==> src/link_pwr_pkg.sv <==
/*
  Shared constants for the isolated link mode and power controller: link modes,
  power states, rate codes, reset values and timing figures.
  Assumes a single 100 MHz clock; every cycle count is derived from that rate.
*/
`default_nettype none
package link_pwr_pkg;

  // Link mode, encoded in the order of the strap levels (lowest level first).
  typedef enum logic [1:0] {
    MODE_STD     = 2'b00,
    MODE_MONITOR = 2'b01,
    MODE_UNIDIR  = 2'b10,
    MODE_LOW_LAT = 2'b11
  } link_mode_e;

  // Power state, one-hot.
  typedef enum logic [2:0] {
    ST_IDLE   = 3'b001,
    ST_READY  = 3'b010,
    ST_ACTIVE = 3'b100
  } link_state_e;

  // Rate selection handed to the pulse coder.
  typedef enum logic [1:0] {
    RATE_1M = 2'b00,
    RATE_2M = 2'b01,
    RATE_4M = 2'b10
  } rate_e;

  localparam int CLOCK_MHZ = 100;

  // Timing figures in their own units; plain defaults.
  localparam int WAKE_DWELL_NS = 240;
  localparam int READY_SETTLE_US = 10;
  localparam int IDLE_TIMEOUT_US = 5000;

  // A least time rounds up, so the dwell count is a ceiling.
  localparam int WAKE_DWELL_CYCLES = (WAKE_DWELL_NS * CLOCK_MHZ + 999) / 1000;
  localparam int READY_SETTLE_CYCLES = READY_SETTLE_US * CLOCK_MHZ;
  localparam int IDLE_TIMEOUT_CYCLES = IDLE_TIMEOUT_US * CLOCK_MHZ;

  // Reset values of the captured straps.
  localparam link_mode_e MODE_RESET = MODE_MONITOR;
  localparam logic [1:0] PHASE_POL_RESET = 2'b11;

  // Field positions inside the phase and polarity strap.
  localparam int PHA_BIT = 0;
  localparam int POL_BIT = 1;

  // Levels of the SPI outputs while the peripheral side is idle.
  localparam logic IDLE_CS_N = 1'b1;
  localparam logic IDLE_PICO = 1'b1;

  // Width of the group of pin inputs that pass the synchroniser.
  localparam int PIN_SYNC_W = 9;

endpackage : link_pwr_pkg
`default_nettype wire

==> src/pin_sync.sv <==
/*
  Two-flop synchroniser for a group of level inputs.
  Assumes each bit is a slow level; the bits are not coherent as a word.
*/
`default_nettype none
module pin_sync #(
  parameter int WIDTH = 1
) (
  input wire logic clock,
  input wire logic rst_n,
  input wire logic [WIDTH-1:0] d,
  output logic [WIDTH-1:0] q
);

  logic [WIDTH-1:0] meta_r;

  // The first stage feeds only the second stage, to keep metastability contained.
  always_ff @(posedge clock or negedge rst_n) begin
    if (!rst_n) begin
      meta_r <= '0;
      q <= '0;
    end else begin
      meta_r <= d;
      q <= meta_r;
    end
  end

endmodule : pin_sync
`default_nettype wire

==> src/cycle_timer.sv <==
/*
  Restartable down counter that reports expiry after CYCLES quiet cycles.
  Assumes the caller restarts it on every event that must postpone expiry.
*/
`default_nettype none
module cycle_timer #(
  parameter int CYCLES = 1
) (
  input wire logic clock,
  input wire logic rst_n,
  input wire logic restart,
  output logic expired
);

  localparam int W = $clog2(CYCLES + 1);
  localparam logic [W-1:0] LOAD = W'(CYCLES);

  logic [W-1:0] count_r;

  // Reset loads the full count so nothing reads as expired straight out of reset.
  always_ff @(posedge clock or negedge rst_n) begin
    if (!rst_n) begin
      count_r <= LOAD;
    end else if (restart) begin
      count_r <= LOAD;
    end else if (count_r != '0) begin
      count_r <= count_r - W'(1);
    end
  end

  assign expired = (count_r == '0);

endmodule : cycle_timer
`default_nettype wire

==> src/link_mode_power_ctrl.sv <==
/*
  Mode and power-state control of one isolated serial-link transceiver:
  idle, ready and active states, wake-up sources, strap capture, per-mode
  enables for the pulse coder, the awake pin and the monitoring alert.
  Assumes the analog front end delivers wake detection, supply presence and
  strap levels as digital levels, and that the pulse coder on this clock
  reports link activity, decoded chip-select events and heartbeat results.
*/
// What the document requires of this block
// [RULE1] Monitor mode as controller behaves like standard bidirectional mode.
// [RULE2] Monitor mode as peripheral receives and decodes at 2 Mbps, never transmits.
// [RULE3] Monitor mode as peripheral enables low-power monitoring and listens for heartbeats.
// [RULE4] Unidirectional controller transmits only, up to 4 Mbps, never receives.
// [RULE5] Unidirectional peripheral receives up to 4 Mbps, never transmits.
// [RULE6] Reduced-latency peripheral returns bits from the latching clock edge.
// [RULE7] Reduced-latency peripheral sends no bit after the long chip-select-low pulse.
// [RULE8] Idle powers down all but wake detection.
// [RULE9] Ready has everything enabled with no pulses on the link.
// [RULE10] Active while data flows, back to ready when it stops.
// [RULE11] Without interface supply force peripheral and keep the captured straps.
// [RULE12] Peripheral idles after the timeout, holding chip-select, PICO high, SCK at polarity.
// [RULE13] Wake on a dwelled detector signal, then settle within the ready time.
// [RULE14] Controller also wakes when chip-select goes low.
// [RULE15] Chip-select rising after wake sends the long pulse that wakes the remote side.
// [RULE16] Controller stays awake while chip-select is low, idles after the timeout.
// [RULE17] Awake pin high in ready or active, low in idle, no alerts on it.
// [RULE18] Peripheral outside monitor mode wakes on a held awake pin and sends wake pulse.
// [RULE19] Peripheral never produces positive link pulses.
// [RULE20] Multidrop peripherals must be individually addressable; this block has no address decoding.
// [RULE21] Unaddressed multidrop peripherals keep their data output high; here spi_pico_o follows dec_pico whenever awake.
// [RULE22] Controller select high means controller, low means peripheral.
// [RULE23] Mode strap is sampled only on the idle to ready transition.
// [RULE24] Before the first sample the mode is bidirectional with monitor support.
// [RULE25] Idle and settle times are restartable cycle counters.
// [RULE26] Front-end levels arrive as synchronised digital inputs.
`default_nettype none
module link_mode_power_ctrl
  import link_pwr_pkg::*;
#(
  parameter int IDLE_CYCLES = IDLE_TIMEOUT_CYCLES
) (
  input wire logic clock,
  input wire logic rst_n,
  input wire logic controller_select,
  input wire logic interface_supply,
  input wire logic wake_detect,
  input wire logic host_cs_n,
  input wire logic [1:0] link_mode_strap,
  input wire logic [1:0] phase_polarity_strap,
  input wire logic awake_i,
  output logic awake_o,
  output logic awake_oe,
  input wire logic link_activity,
  input wire logic rx_cs_low_event,
  input wire logic rx_bit_event,
  input wire logic dec_cs_n,
  input wire logic dec_pico,
  input wire logic dec_sck,
  input wire logic hb_pass,
  input wire logic hb_fail,
  input wire logic hb_timeout,
  output logic circuit_power_en,
  output logic bias_ready,
  output logic tx_enable,
  output logic tx_pos_allow,
  output logic rx_enable,
  output logic response_enable,
  output logic response_on_latch_edge,
  output link_pwr_pkg::rate_e link_rate,
  output link_pwr_pkg::link_mode_e link_mode,
  output logic controller_mode,
  output logic [1:0] phase_polarity,
  output logic spi_cs_n_o,
  output logic spi_pico_o,
  output logic spi_sck_o,
  output logic spi_oe,
  output logic long_pulse_req,
  output logic wake_pulse_req,
  output logic low_power_monitoring,
  output logic timeout_alert
);

  logic ctrl_s, supply_s, wake_s, cs_n_s, awake_s;
  logic [1:0] mode_strap_s, pp_strap_s;
  logic is_ctrl, supply_d_r, cs_n_d_r, lpm_d_r;
  logic dwell_exp, awake_exp, settle_exp, idle_exp;
  logic dwell_hit, awake_hit, cs_wake, wake_req, awake_input_mode;
  logic tx_allowed, rx_allowed, resp_block_r, is_idle;
  link_state_e state_r, state_nxt;
  link_mode_e link_mode_r;
  logic [1:0] phase_pol_r;

  // Every front-end and pin level is synchronised before use. [RULE26]
  pin_sync #(
    .WIDTH(PIN_SYNC_W)
  ) u_sync (
    .clock(clock),
    .rst_n(rst_n),
    .d({controller_select, interface_supply, wake_detect, host_cs_n, awake_i,
        link_mode_strap, phase_polarity_strap}),
    .q({ctrl_s, supply_s, wake_s, cs_n_s, awake_s, mode_strap_s, pp_strap_s})
  );

  // Role and wake sources; a missing interface supply forces the peripheral role.
  assign is_ctrl = ctrl_s & supply_s; // [RULE11] [RULE22]
  assign is_idle = (state_r == ST_IDLE);
  assign awake_input_mode = !is_ctrl && (link_mode_e'(mode_strap_s) != MODE_MONITOR);
  assign dwell_hit = wake_s & dwell_exp; // [RULE13]
  assign cs_wake = is_ctrl & !cs_n_s; // [RULE14]
  assign awake_hit = awake_input_mode & awake_s & awake_exp; // [RULE18]
  assign wake_req = is_idle & (dwell_hit | cs_wake | awake_hit);

  // The detector level must stay up for the dwell time before it counts.
  cycle_timer #(
    .CYCLES(WAKE_DWELL_CYCLES)
  ) u_dwell (
    .clock(clock),
    .rst_n(rst_n),
    .restart(!wake_s),
    .expired(dwell_exp)
  );

  // The externally driven awake pin must stay high for the settle time. [RULE18]
  // Held loaded while awake: our own high drive is still in the synchroniser just
  // after idling and would otherwise wake the block again at once.
  cycle_timer #(
    .CYCLES(READY_SETTLE_CYCLES)
  ) u_awake_hold (
    .clock(clock),
    .rst_n(rst_n),
    .restart(!awake_s || !is_idle),
    .expired(awake_exp)
  );

  // Bias settle time runs from the wake event; idle keeps it loaded. [RULE25]
  cycle_timer #(
    .CYCLES(READY_SETTLE_CYCLES)
  ) u_settle (
    .clock(clock),
    .rst_n(rst_n),
    .restart(is_idle),
    .expired(settle_exp)
  );

  // Link activity, or a controller chip-select held low, postpones idling. [RULE25] [RULE16]
  cycle_timer #(
    .CYCLES(IDLE_CYCLES)
  ) u_idle (
    .clock(clock),
    .rst_n(rst_n),
    .restart(is_idle | link_activity | cs_wake),
    .expired(idle_exp)
  );

  // Power state transitions.
  always_comb begin
    state_nxt = state_r;
    unique case (state_r)
      ST_IDLE: begin
        if (wake_req) begin
          state_nxt = ST_READY; // [RULE13] [RULE14] [RULE18]
        end
      end
      ST_READY: begin
        if (link_activity) begin
          state_nxt = ST_ACTIVE; // [RULE10]
        end else if (idle_exp && !cs_wake) begin
          // A chip-select low that meets an expiring timer still keeps us awake.
          state_nxt = ST_IDLE; // [RULE12] [RULE16]
        end
      end
      ST_ACTIVE: begin
        if (!link_activity) begin
          state_nxt = ST_READY; // [RULE10]
        end
      end
    endcase
  end

  // State register.
  always_ff @(posedge clock or negedge rst_n) begin
    if (!rst_n) begin
      state_r <= ST_IDLE;
    end else begin
      state_r <= state_nxt;
    end
  end

  // The mode strap is taken only when leaving idle with the supply present,
  // so a strap change mid-session waits for the next wake. [RULE23] [RULE24] [RULE11]
  always_ff @(posedge clock or negedge rst_n) begin
    if (!rst_n) begin
      link_mode_r <= MODE_RESET;
    end else if (wake_req && supply_s) begin
      link_mode_r <= link_mode_e'(mode_strap_s);
    end
  end

  // Phase and polarity follow a supply power-up while awake, or the wake itself. [RULE11]
  always_ff @(posedge clock or negedge rst_n) begin
    if (!rst_n) begin
      phase_pol_r <= PHASE_POL_RESET;
    end else if (supply_s && (wake_req || (!supply_d_r && !is_idle))) begin
      phase_pol_r <= pp_strap_s;
    end
  end

  // Edge history of synchronised levels.
  always_ff @(posedge clock or negedge rst_n) begin
    if (!rst_n) begin
      supply_d_r <= 1'b0;
      cs_n_d_r <= 1'b1;
      lpm_d_r <= 1'b0;
    end else begin
      supply_d_r <= supply_s;
      cs_n_d_r <= cs_n_s;
      lpm_d_r <= low_power_monitoring;
    end
  end

  // Direction permissions per mode; monitor mode as controller equals standard.
  always_comb begin
    tx_allowed = 1'b1;
    rx_allowed = 1'b1;
    unique case (link_mode_r)
      MODE_STD, MODE_LOW_LAT: begin
        tx_allowed = 1'b1;
      end
      MODE_MONITOR: begin
        tx_allowed = is_ctrl; // [RULE1] [RULE2]
      end
      MODE_UNIDIR: begin
        tx_allowed = is_ctrl; // [RULE4] [RULE5]
        rx_allowed = !is_ctrl; // [RULE4] [RULE5]
      end
    endcase
  end

  // The reduced-latency peripheral holds back its reply after a chip-select-low
  // pulse until the next data bit arrives; a new pulse wins over that bit. [RULE7]
  always_ff @(posedge clock or negedge rst_n) begin
    if (!rst_n) begin
      resp_block_r <= 1'b0;
    end else if (rx_cs_low_event && link_mode_r == MODE_LOW_LAT && !is_ctrl) begin
      resp_block_r <= 1'b1;
    end else if (rx_bit_event || is_idle) begin
      resp_block_r <= 1'b0;
    end
  end

  // Coder enables. Idle drops all but response_on_latch_edge; the wake detector sits outside.
  always_ff @(posedge clock or negedge rst_n) begin
    if (!rst_n) begin
      circuit_power_en <= 1'b0;
      bias_ready <= 1'b0;
      tx_enable <= 1'b0;
      tx_pos_allow <= 1'b0;
      rx_enable <= 1'b0;
      response_enable <= 1'b0;
      response_on_latch_edge <= 1'b0;
    end else begin
      circuit_power_en <= !is_idle; // [RULE8] [RULE9]
      bias_ready <= !is_idle && settle_exp; // [RULE13]
      tx_enable <= !is_idle && tx_allowed; // [RULE9] [RULE2] [RULE5]
      tx_pos_allow <= !is_idle && tx_allowed && is_ctrl; // [RULE19]
      rx_enable <= !is_idle && rx_allowed; // [RULE2] [RULE4]
      response_enable <= !is_idle && !is_ctrl && tx_allowed && !resp_block_r; // [RULE7]
      response_on_latch_edge <= !is_ctrl && link_mode_r == MODE_LOW_LAT; // [RULE6]
    end
  end

  // Rate and mode reporting; the controller may run 2 Mbps in standard mode.
  always_ff @(posedge clock or negedge rst_n) begin
    if (!rst_n) begin
      link_rate <= RATE_1M;
      link_mode <= MODE_RESET;
      controller_mode <= 1'b0;
      phase_polarity <= PHASE_POL_RESET;
    end else begin
      unique case (link_mode_r)
        MODE_UNIDIR: link_rate <= RATE_4M; // [RULE4] [RULE5]
        MODE_LOW_LAT: link_rate <= RATE_2M; // [RULE6]
        MODE_MONITOR: link_rate <= is_ctrl ? RATE_2M : RATE_2M; // [RULE2]
        MODE_STD: link_rate <= is_ctrl ? RATE_2M : RATE_1M;
      endcase
      link_mode <= link_mode_r;
      controller_mode <= is_ctrl;
      phase_polarity <= phase_pol_r;
    end
  end

  // Peripheral SPI pins: idle levels in idle, decoded levels otherwise.
  // In controller mode these pins are inputs, so the enable drops.
  always_ff @(posedge clock or negedge rst_n) begin
    if (!rst_n) begin
      spi_cs_n_o <= IDLE_CS_N;
      spi_pico_o <= IDLE_PICO;
      spi_sck_o <= PHASE_POL_RESET[POL_BIT];
      spi_oe <= 1'b0;
    end else begin
      spi_oe <= !is_ctrl;
      if (is_idle) begin
        spi_cs_n_o <= IDLE_CS_N; // [RULE12]
        spi_pico_o <= IDLE_PICO; // [RULE12]
        spi_sck_o <= phase_pol_r[POL_BIT]; // [RULE12]
      end else begin
        spi_cs_n_o <= dec_cs_n;
        spi_pico_o <= dec_pico;
        spi_sck_o <= dec_sck;
      end
    end
  end

  // Wake pulses toward the far end, each one cycle long.
  always_ff @(posedge clock or negedge rst_n) begin
    if (!rst_n) begin
      long_pulse_req <= 1'b0;
      wake_pulse_req <= 1'b0;
    end else begin
      long_pulse_req <= is_ctrl && !is_idle && cs_n_s && !cs_n_d_r && tx_allowed; // [RULE15]
      wake_pulse_req <= is_idle && awake_hit; // [RULE18]
    end
  end

  // Awake pin follows the next state so it lines up with the state register.
  // It releases the pin in idle when the far side may drive it as a wake input.
  always_ff @(posedge clock or negedge rst_n) begin
    if (!rst_n) begin
      awake_o <= 1'b0;
      awake_oe <= 1'b1;
    end else begin
      awake_o <= (state_nxt != ST_IDLE); // [RULE17]
      awake_oe <= !((state_nxt == ST_IDLE) && awake_input_mode);
    end
  end

  // Monitoring alert: raised on activation and on a failed or missing heartbeat,
  // cleared by a pass; a raising event in the same cycle as a pass wins. [RULE3]
  always_ff @(posedge clock or negedge rst_n) begin
    if (!rst_n) begin
      low_power_monitoring <= 1'b0;
      timeout_alert <= 1'b0;
    end else begin
      low_power_monitoring <= !is_ctrl && link_mode_r == MODE_MONITOR; // [RULE3]
      if (!low_power_monitoring) begin
        timeout_alert <= 1'b0;
      end else if (!lpm_d_r || hb_fail || hb_timeout) begin
        timeout_alert <= 1'b1;
      end else if (hb_pass) begin
        timeout_alert <= 1'b0;
      end
    end
  end

  AST_PERIPH_NO_POS: assert property (@(posedge clock) disable iff (!rst_n) // [RULE19]
    !is_ctrl |=> !tx_pos_allow)
    else $error("Peripheral allowed positive pulses.");

  AST_MON_PERIPH: assert property (@(posedge clock) disable iff (!rst_n) // [RULE2]
    (!is_ctrl && link_mode_r == MODE_MONITOR && !is_idle) |=> (!tx_enable && rx_enable))
    else $error("Monitor peripheral direction wrong.");

  AST_UNI_CTRL: assert property (@(posedge clock) disable iff (!rst_n) // [RULE4]
    (is_ctrl && link_mode_r == MODE_UNIDIR && !is_idle) |=> (tx_enable && !rx_enable
      && link_rate == RATE_4M))
    else $error("Unidirectional controller direction wrong.");

  AST_UNI_PERIPH: assert property (@(posedge clock) disable iff (!rst_n) // [RULE5]
    (!is_ctrl && link_mode_r == MODE_UNIDIR && !is_idle) |=> (!tx_enable && rx_enable))
    else $error("Unidirectional peripheral direction wrong.");

  AST_IDLE_PINS: assert property (@(posedge clock) disable iff (!rst_n) // [RULE12]
    (is_idle && $past(is_idle)) |-> (spi_cs_n_o && spi_pico_o
      && spi_sck_o == phase_pol_r[POL_BIT] && !circuit_power_en))
    else $error("Idle SPI levels wrong.");

  AST_MODE_HOLD: assert property (@(posedge clock) disable iff (!rst_n) // [RULE23]
    (!is_idle && !wake_req) |=> $stable(link_mode_r))
    else $error("Mode changed outside the wake transition.");

  AST_CTRL_STAY: assert property (@(posedge clock) disable iff (!rst_n) // [RULE16]
    (cs_wake && !is_idle) |=> !is_idle)
    else $error("Controller idled with chip-select low.");

  AST_LONG_PULSE: assert property (@(posedge clock) disable iff (!rst_n) // [RULE15]
    (is_ctrl && !is_idle && tx_allowed && $rose(cs_n_s)) |=> long_pulse_req)
    else $error("Chip-select rise gave no long pulse.");

  AST_AWAKE_PIN: assert property (@(posedge clock) disable iff (!rst_n) // [RULE17]
    $fell(is_idle) |-> awake_o ##0 (!is_idle)[*2])
    else $error("Awake pin does not follow the wake.");

  AST_LPM: assert property (@(posedge clock) disable iff (!rst_n) // [RULE3]
    $rose(low_power_monitoring) |=> timeout_alert)
    else $error("Alert not raised on monitoring start.");

endmodule : link_mode_power_ctrl
`default_nettype wire

==> config.mk <==
export PLATFORM = sky130hd
export DESIGN_NAME = link_mode_power_ctrl
export DESIGN_NICKNAME = d
export VERILOG_FILES = /design/src/link_pwr_pkg.sv /design/src/pin_sync.sv /design/src/cycle_timer.sv /design/src/link_mode_power_ctrl.sv
export SDC_FILE = /design/constraint.sdc
export NUM_CORES = 1
export LEC_CHECK = 0
export ABC_AREA = 1
export BUFFER_PORTS_ARGS = -buffer_cell sky130_fd_sc_hd__buf_2
export CAP_MARGIN = 20
export CORE_MARGIN = 2
export CORE_UTILIZATION = 64
export CTS_CLUSTER_SIZE = 28
export DETAILED_ROUTE_END_ITERATION = 6
export HOLD_SLACK_MARGIN = 0.1
export PLACE_DENSITY = 0.93
export SYNTH_ARGS = -nofsm -noshare
export SYNTH_HDL_FRONTEND = slang
export SYNTH_HIERARCHICAL = 1
export SYNTH_SLANG_ARGS = --single-unit
==> constraint.sdc <==
create_clock -name clock -period 4.8 [get_ports clock]
set_input_delay 0.24 -clock clock [delete_from_list [all_inputs] [get_ports clock]]
set_output_delay 0.24 -clock clock [all_outputs]
set_load 0.005 [all_outputs]
Word-level counts from Yosys, hierarchy flattened
Index checks and enable logic that the tools add are counted.
Word-level totals
  flip-flop bits (word level): 97
  output and inout bits: 24
  word-level logic and storage cells: 137
Operators by class
  add/sub/neg operators: 4
  equal/unequal tests: 11
  mux-type cells: 25
  bitwise logic cells: 10
  reduce and logical (&&, ||, !) cells: 53
Operators by type and width (number)
  $mux W10: 4
  $mux W19: 2
  $logic_and A1 B1 Y1: 22
  $logic_not A10 Y1: 2
  $reduce_bool A10 Y1: 2
  $sub A10 B1 Y10 const B: 2
  $logic_not A19 Y1: 1
  $reduce_bool A19 Y1: 1
  $sub A19 B1 Y19 const B: 1
  $mux W3: 4
  $logic_not A1 Y1: 10
  $mux W1: 10
  $mux W5: 2
  $pmux W3 S3: 1
  $reduce_bool A2 Y1: 4
  $and A1 B1 Y1: 6
  $eq A3 B1 Y1 const B: 2
  $pmux W2 S3: 1
  $reduce_or A2 Y1: 3
  $logic_not A5 Y1: 1
  $logic_or A1 B1 Y1: 5
  $reduce_bool A5 Y1: 1
  $sub A5 B1 Y5 const B: 1
  $eq A2 B2 Y1 const B: 2
  other kinds (9): 13

Longest topological paths before layout
  depth in word-level cells: 12
  gate-level depth with buffers: 13
  depth with buffers taken out: 13

Hierarchy
The synthesis kept the hierarchy.
Modules (own cells, without submodules)
  link_mode_power_ctrl: times used 1, cells an instance 136, area each 1497.7 µm²
  cycle_timer at u_idle: times used 1, cells an instance 170, area each 1196.1 µm²
  cycle_timer at u_awake_hold: times used 1, cells an instance 79, area each 636.9 µm²
  cycle_timer at u_settle: times used 1, cells an instance 79, area each 613.1 µm²
  pin_sync: times used 1, cells an instance 18, area each 450.4 µm²
  cycle_timer at u_dwell: times used 1, cells an instance 31, area each 262.8 µm²

Worst setup path after synthesis
No wires, ideal clock.
  kind: register -> register
  start: register u_idle.count_r[0]
  end: register awake_o
  library setup time: 123 ps
  arrival time: 1590 ps
  path slack: 3087 ps
  cell stages (with the launch flop): 12
  buffers on the path: 0
  path through: dfrtp_1 > inv_1 > ha_1 > nand2_2 > nor2_4 > nand3_4 > inv_1 > nand2_1 > nand2_1 > o21ai_0 > a21oi_4 > nand2_1
On the way
  cells in the longest elaborated chain, start to end: 6
Ends and longest elaborated chain
  from (decl): line cycle_timer.sv:18  | logic [W-1:0] count_r;
  from (signal assigned): line cycle_timer.sv:27  | count_r <= count_r - W'(1);
  $logic_not A19 Y1: line cycle_timer.sv:31  | assign expired = (count_r == '0);
  net idle_exp: line link_mode_power_ctrl.sv:86  | logic dwell_exp, awake_exp, settle_exp, idle_exp;
  $logic_and A1 B1 Y1: line link_mode_power_ctrl.sv:167  | end else if (idle_exp && !cs_wake) begin
  $mux W3: line link_mode_power_ctrl.sv:167
  $mux W3: line link_mode_power_ctrl.sv:165  | if (link_activity) begin
  $pmux W3 S3: line link_mode_power_ctrl.sv:158  | unique case (state_r)
  $ne A3 B1 Y1: line link_mode_power_ctrl.sv:332  | awake_o <= (state_nxt != ST_IDLE);
  to (signal assigned): line link_mode_power_ctrl.sv:332
  to (decl): line link_mode_power_ctrl.sv:51  | output logic awake_o,
The timed path passes the listed nets, and every way through them passes these cells.
A chain may end at the register's enable or synchronous reset.

Worst setup path in the final report
Ends and elaborated chain as after synthesis.

==> reports/summary.txt <==
final WL = 10,100 µm
WS Path Type = reg -> reg
Post-Syn Instances = 513
TritonCTS clock tree = yes
CTS resizes = 0
filler cell count = 498
share of cells above drive strength 1 = 28.0%
setup repair after global routing missed its margin = false
hold depth = 4
grt ovf = 0
core area = 0.00714 mm²
Final Wtd Congestion = 0.905
worst slew pin tran = 0.627 ns
ys async rst share = 100%
main flop type after synthesis = dfrtp_1
VDD IR max = 0.267 mV
most used cell along the critical path = nand2_1
Synth Warn # = 6
worst-path maximum fanout = 12
top post-synthesis cells by area = dfrtp_1 34%, dfstp_2 19%, nand2_1 8.3%
Power Dens Cells = 312 mW/mm²
setup violators final = 0
fmax = 0.478 GHz
R2R cell count = 13
Clk pwr share = 32.1%
Total GRT Usage = 28.4%
nets = 607
placed wire-length estimate = 6360 µm
crit start category = flip-flop
Leak = 0.00271 µW
switching share of power = 30.4%
WP data arrival = 2.35 ns
synth unique cells = 41
sequential area share after synthesis = 53.0%
CTS Buf Count = 9
Clock Pin Slew Worst Setup and Hold Paths = 0.11 ns
total number of vias = 3,682
pin count of the biggest net entering global routing = 52
clock skew = 0.0185 ns
CTS Sinks = 97
synth cell count leaders = 103 x nand2_1, 80 x inv_1, 64 x dfrtp_1, 56 x nor2_1, 40 x nand3_1
clock latency on the worst-skew pair = 0.38 ns
drt initial violations = 295
Min-Delay Startpoint = hb_pass
WHS = 0.134 ns
max-cap violation count = 0
WP data required = 5.06 ns
worst r2r src = u_idle/count_r[0]$_DFFE_PN0P_
Tcrit/Tclk final = 43.6%
Syn Std Cell Area = 0.00466 mm²
sequential share of power = 54.4%
# H-tree levels = 3
wire length per cell = 14.9 µm
Hold EP = timeout_alert$_DFFE_PN0P_
initial antenna violation count = 0
Root Buffer = clkbuf_8
Gate power share = 13.5%
Synth area leader = dfrtp_1
Detailed Routing Iterations Pass 1 = 5
Initial Util = 65.3%
TNS Setup = 0 ns
Hold Fails Final Rpt = 0
minimum clock period = 2.09 ns
CP endpoint kind = flip-flop
#FFs+latches synth = 97
DRC = 0
Die ar. = 0.00797 mm²
relative slew slack = 58.2%
CTS max path bufs = 2
number of vias per cell = 5.40
Post-synth EDFFs = 0
critical-path cell list = inv_1, ha_1, nand2_2, nor2_4, nand3_4, inv_1, nand2_1, inv_1, nand2_1, nand2_1, nand2_2, nor2_4, nand2_1
slowest stage delay, CP = 0.40 ns
vias in the first global route = 3,561
Area Overhead vs Synth = 13.7%
max-slew violation count = 0
syn_nets = 542
P_sw = 503 µW
Crit-path slowest cell = dfrtp_1
row count = 31
Yosys top cell area share = 34.4%
Internal = 1150 µW
FF-to-FF setup slack = 2.71 ns
most frequent cell after synthesis = nand2_1
Routed Antenna Nets = 0
Die H = 89.3 µm
# port buffers = 43
I/O Pins = 44
worst hold path type = in -> reg
DIE WIDTH = 89.3 µm
n_diodes = 0
Post-Syn Area per Cell = 9.08 µm²
first-pass GRT wire length = 16,700 µm
result of the run = completed
reg-to-reg endpoint = awake_o$_DFF_PN0_
worst max path at each step:
stage                                       start           endpoint  slack, ns  depth (start not counted)
floorplan           u_idle/count_r[0]$_DFFE_PN0P_  awake_o$_DFF_PN0_       3.09                         11
global placement    u_idle/count_r[0]$_DFFE_PN0P_  awake_o$_DFF_PN0_       2.90                         11
detailed placement  u_idle/count_r[0]$_DFFE_PN0P_  awake_o$_DFF_PN0_       2.80                         11
CTS                 u_idle/count_r[0]$_DFFE_PN0P_  awake_o$_DFF_PN0_       2.77                         13
global route        u_idle/count_r[0]$_DFFE_PN0P_  awake_o$_DFF_PN0_       2.59                         13
finish              u_idle/count_r[0]$_DFFE_PN0P_  awake_o$_DFF_PN0_       2.71                         13
final cells by class:
cell class                 instances  area, µm²  area share (%)
multi-input combinational        321       1780            33.6
tap                               99        124            2.34
clock buffer                       9        124            2.34
sequential                        97       2470            46.6
timing repair buffer              58        365            6.90
inverter                          91        358            6.76
clock inverter                     7       75.1            1.42
registers in the layout, summed over array words and instances, names as in the netlist, 3 cells and up:
register,flops
state_r,3
u_awake_hold/count_r,10
u_dwell/count_r,5
u_idle/count_r,19
u_settle/count_r,10
u_sync/meta_r,9
u_sync/q,9
critical path: cells and delay by family (launching register included):
kind          cells  cell delay [ns]
flops             1             0.40
fa+ha+maj         1             0.31
simple gates      9             0.93
buf+inv           3             0.34
through the flow:
stage | util (%) | power (µW) | setup WS (ns) | cells | instance area, µm²
final | 74.2 | 1650 | 2.71 | 682 | 5300
after floorplan | - | 1050 | 3.09 | 513 | 4660
after global placement | 69.4 | 1100 | 2.90 | 652 | 4960
after global routing | 74.2 | 1730 | 2.59 | 682 | 5300
after detailed placement | 69.4 | 1120 | 2.80 | 652 | 4960
after CTS | 74.2 | 1640 | 2.77 | 682 | 5300
power by group through the flow:
stage | clock [µW] | sequential (µW) | combinational (µW)
2_1_floorplan | 0 | 904 | 150
3_3_place_gp | 0 | 907 | 197
3_5_place_dp | 0 | 909 | 206
4_1_cts | 531 | 896 | 218
5_1_grt | 579 | 903 | 246
6_report | 531 | 900 | 223
repair_timing:
action	4_1_cts	5_1_grt
hold buffers	14	0
endpoints found under the hold margin	42	0
buffers inserted	0	0
cells by family (layout without fill, tap and decap cells):
family,after synthesis,count (layout),synth area share (%)
AND/OR/NAND/NOR,279,279,31.1
flip-flops,97,97,53.0
buffers and inverters,95,165,8.76
AO/OA/AOI/OAI,27,27,3.60
adder cells (fa/ha/maj),9,9,2.42
XOR/XNOR,6,6,1.13
placed cells by master (no fill, tap or decap), types with 3 or more instances in the layout:
cell	instances
clkbuf_8	9
nor2_4	7
nand2_2	9
nand3_1	40
o21ai_0	9
nand2_1	103
inv_2	8
ha_1	9
or2_2	5
nand3b_1	3
buf_2	42
nor2_2	14
nand4_1	12
nand2_4	6
o21ai_1	4
a21oi_1	5
nand3_2	14
xor2_1	5
inv_1	80
dfrtp_1	64
dfstp_2	33
dlygate4sd3_1	14
nor2_1	56
o21a_1	4
layer usage:
| metal | share of wire, % | up-vias | routed length (µm) | GRT usage [%] |
|---|---|---|---|---|
| li1 | - | 1725 | - | - |
| met1 | 39 | 1778 | 3960 | 33.7 |
| met2 | 53 | 150 | 5340 | 49.7 |
| met3 | 5.3 | 29 | 537 | 5.82 |
| met4 | 3.0 | 0 | 303 | 12.8 |
| met5 | 0 | - | 0 | 0 |
(Power assumes the default switching activity.)
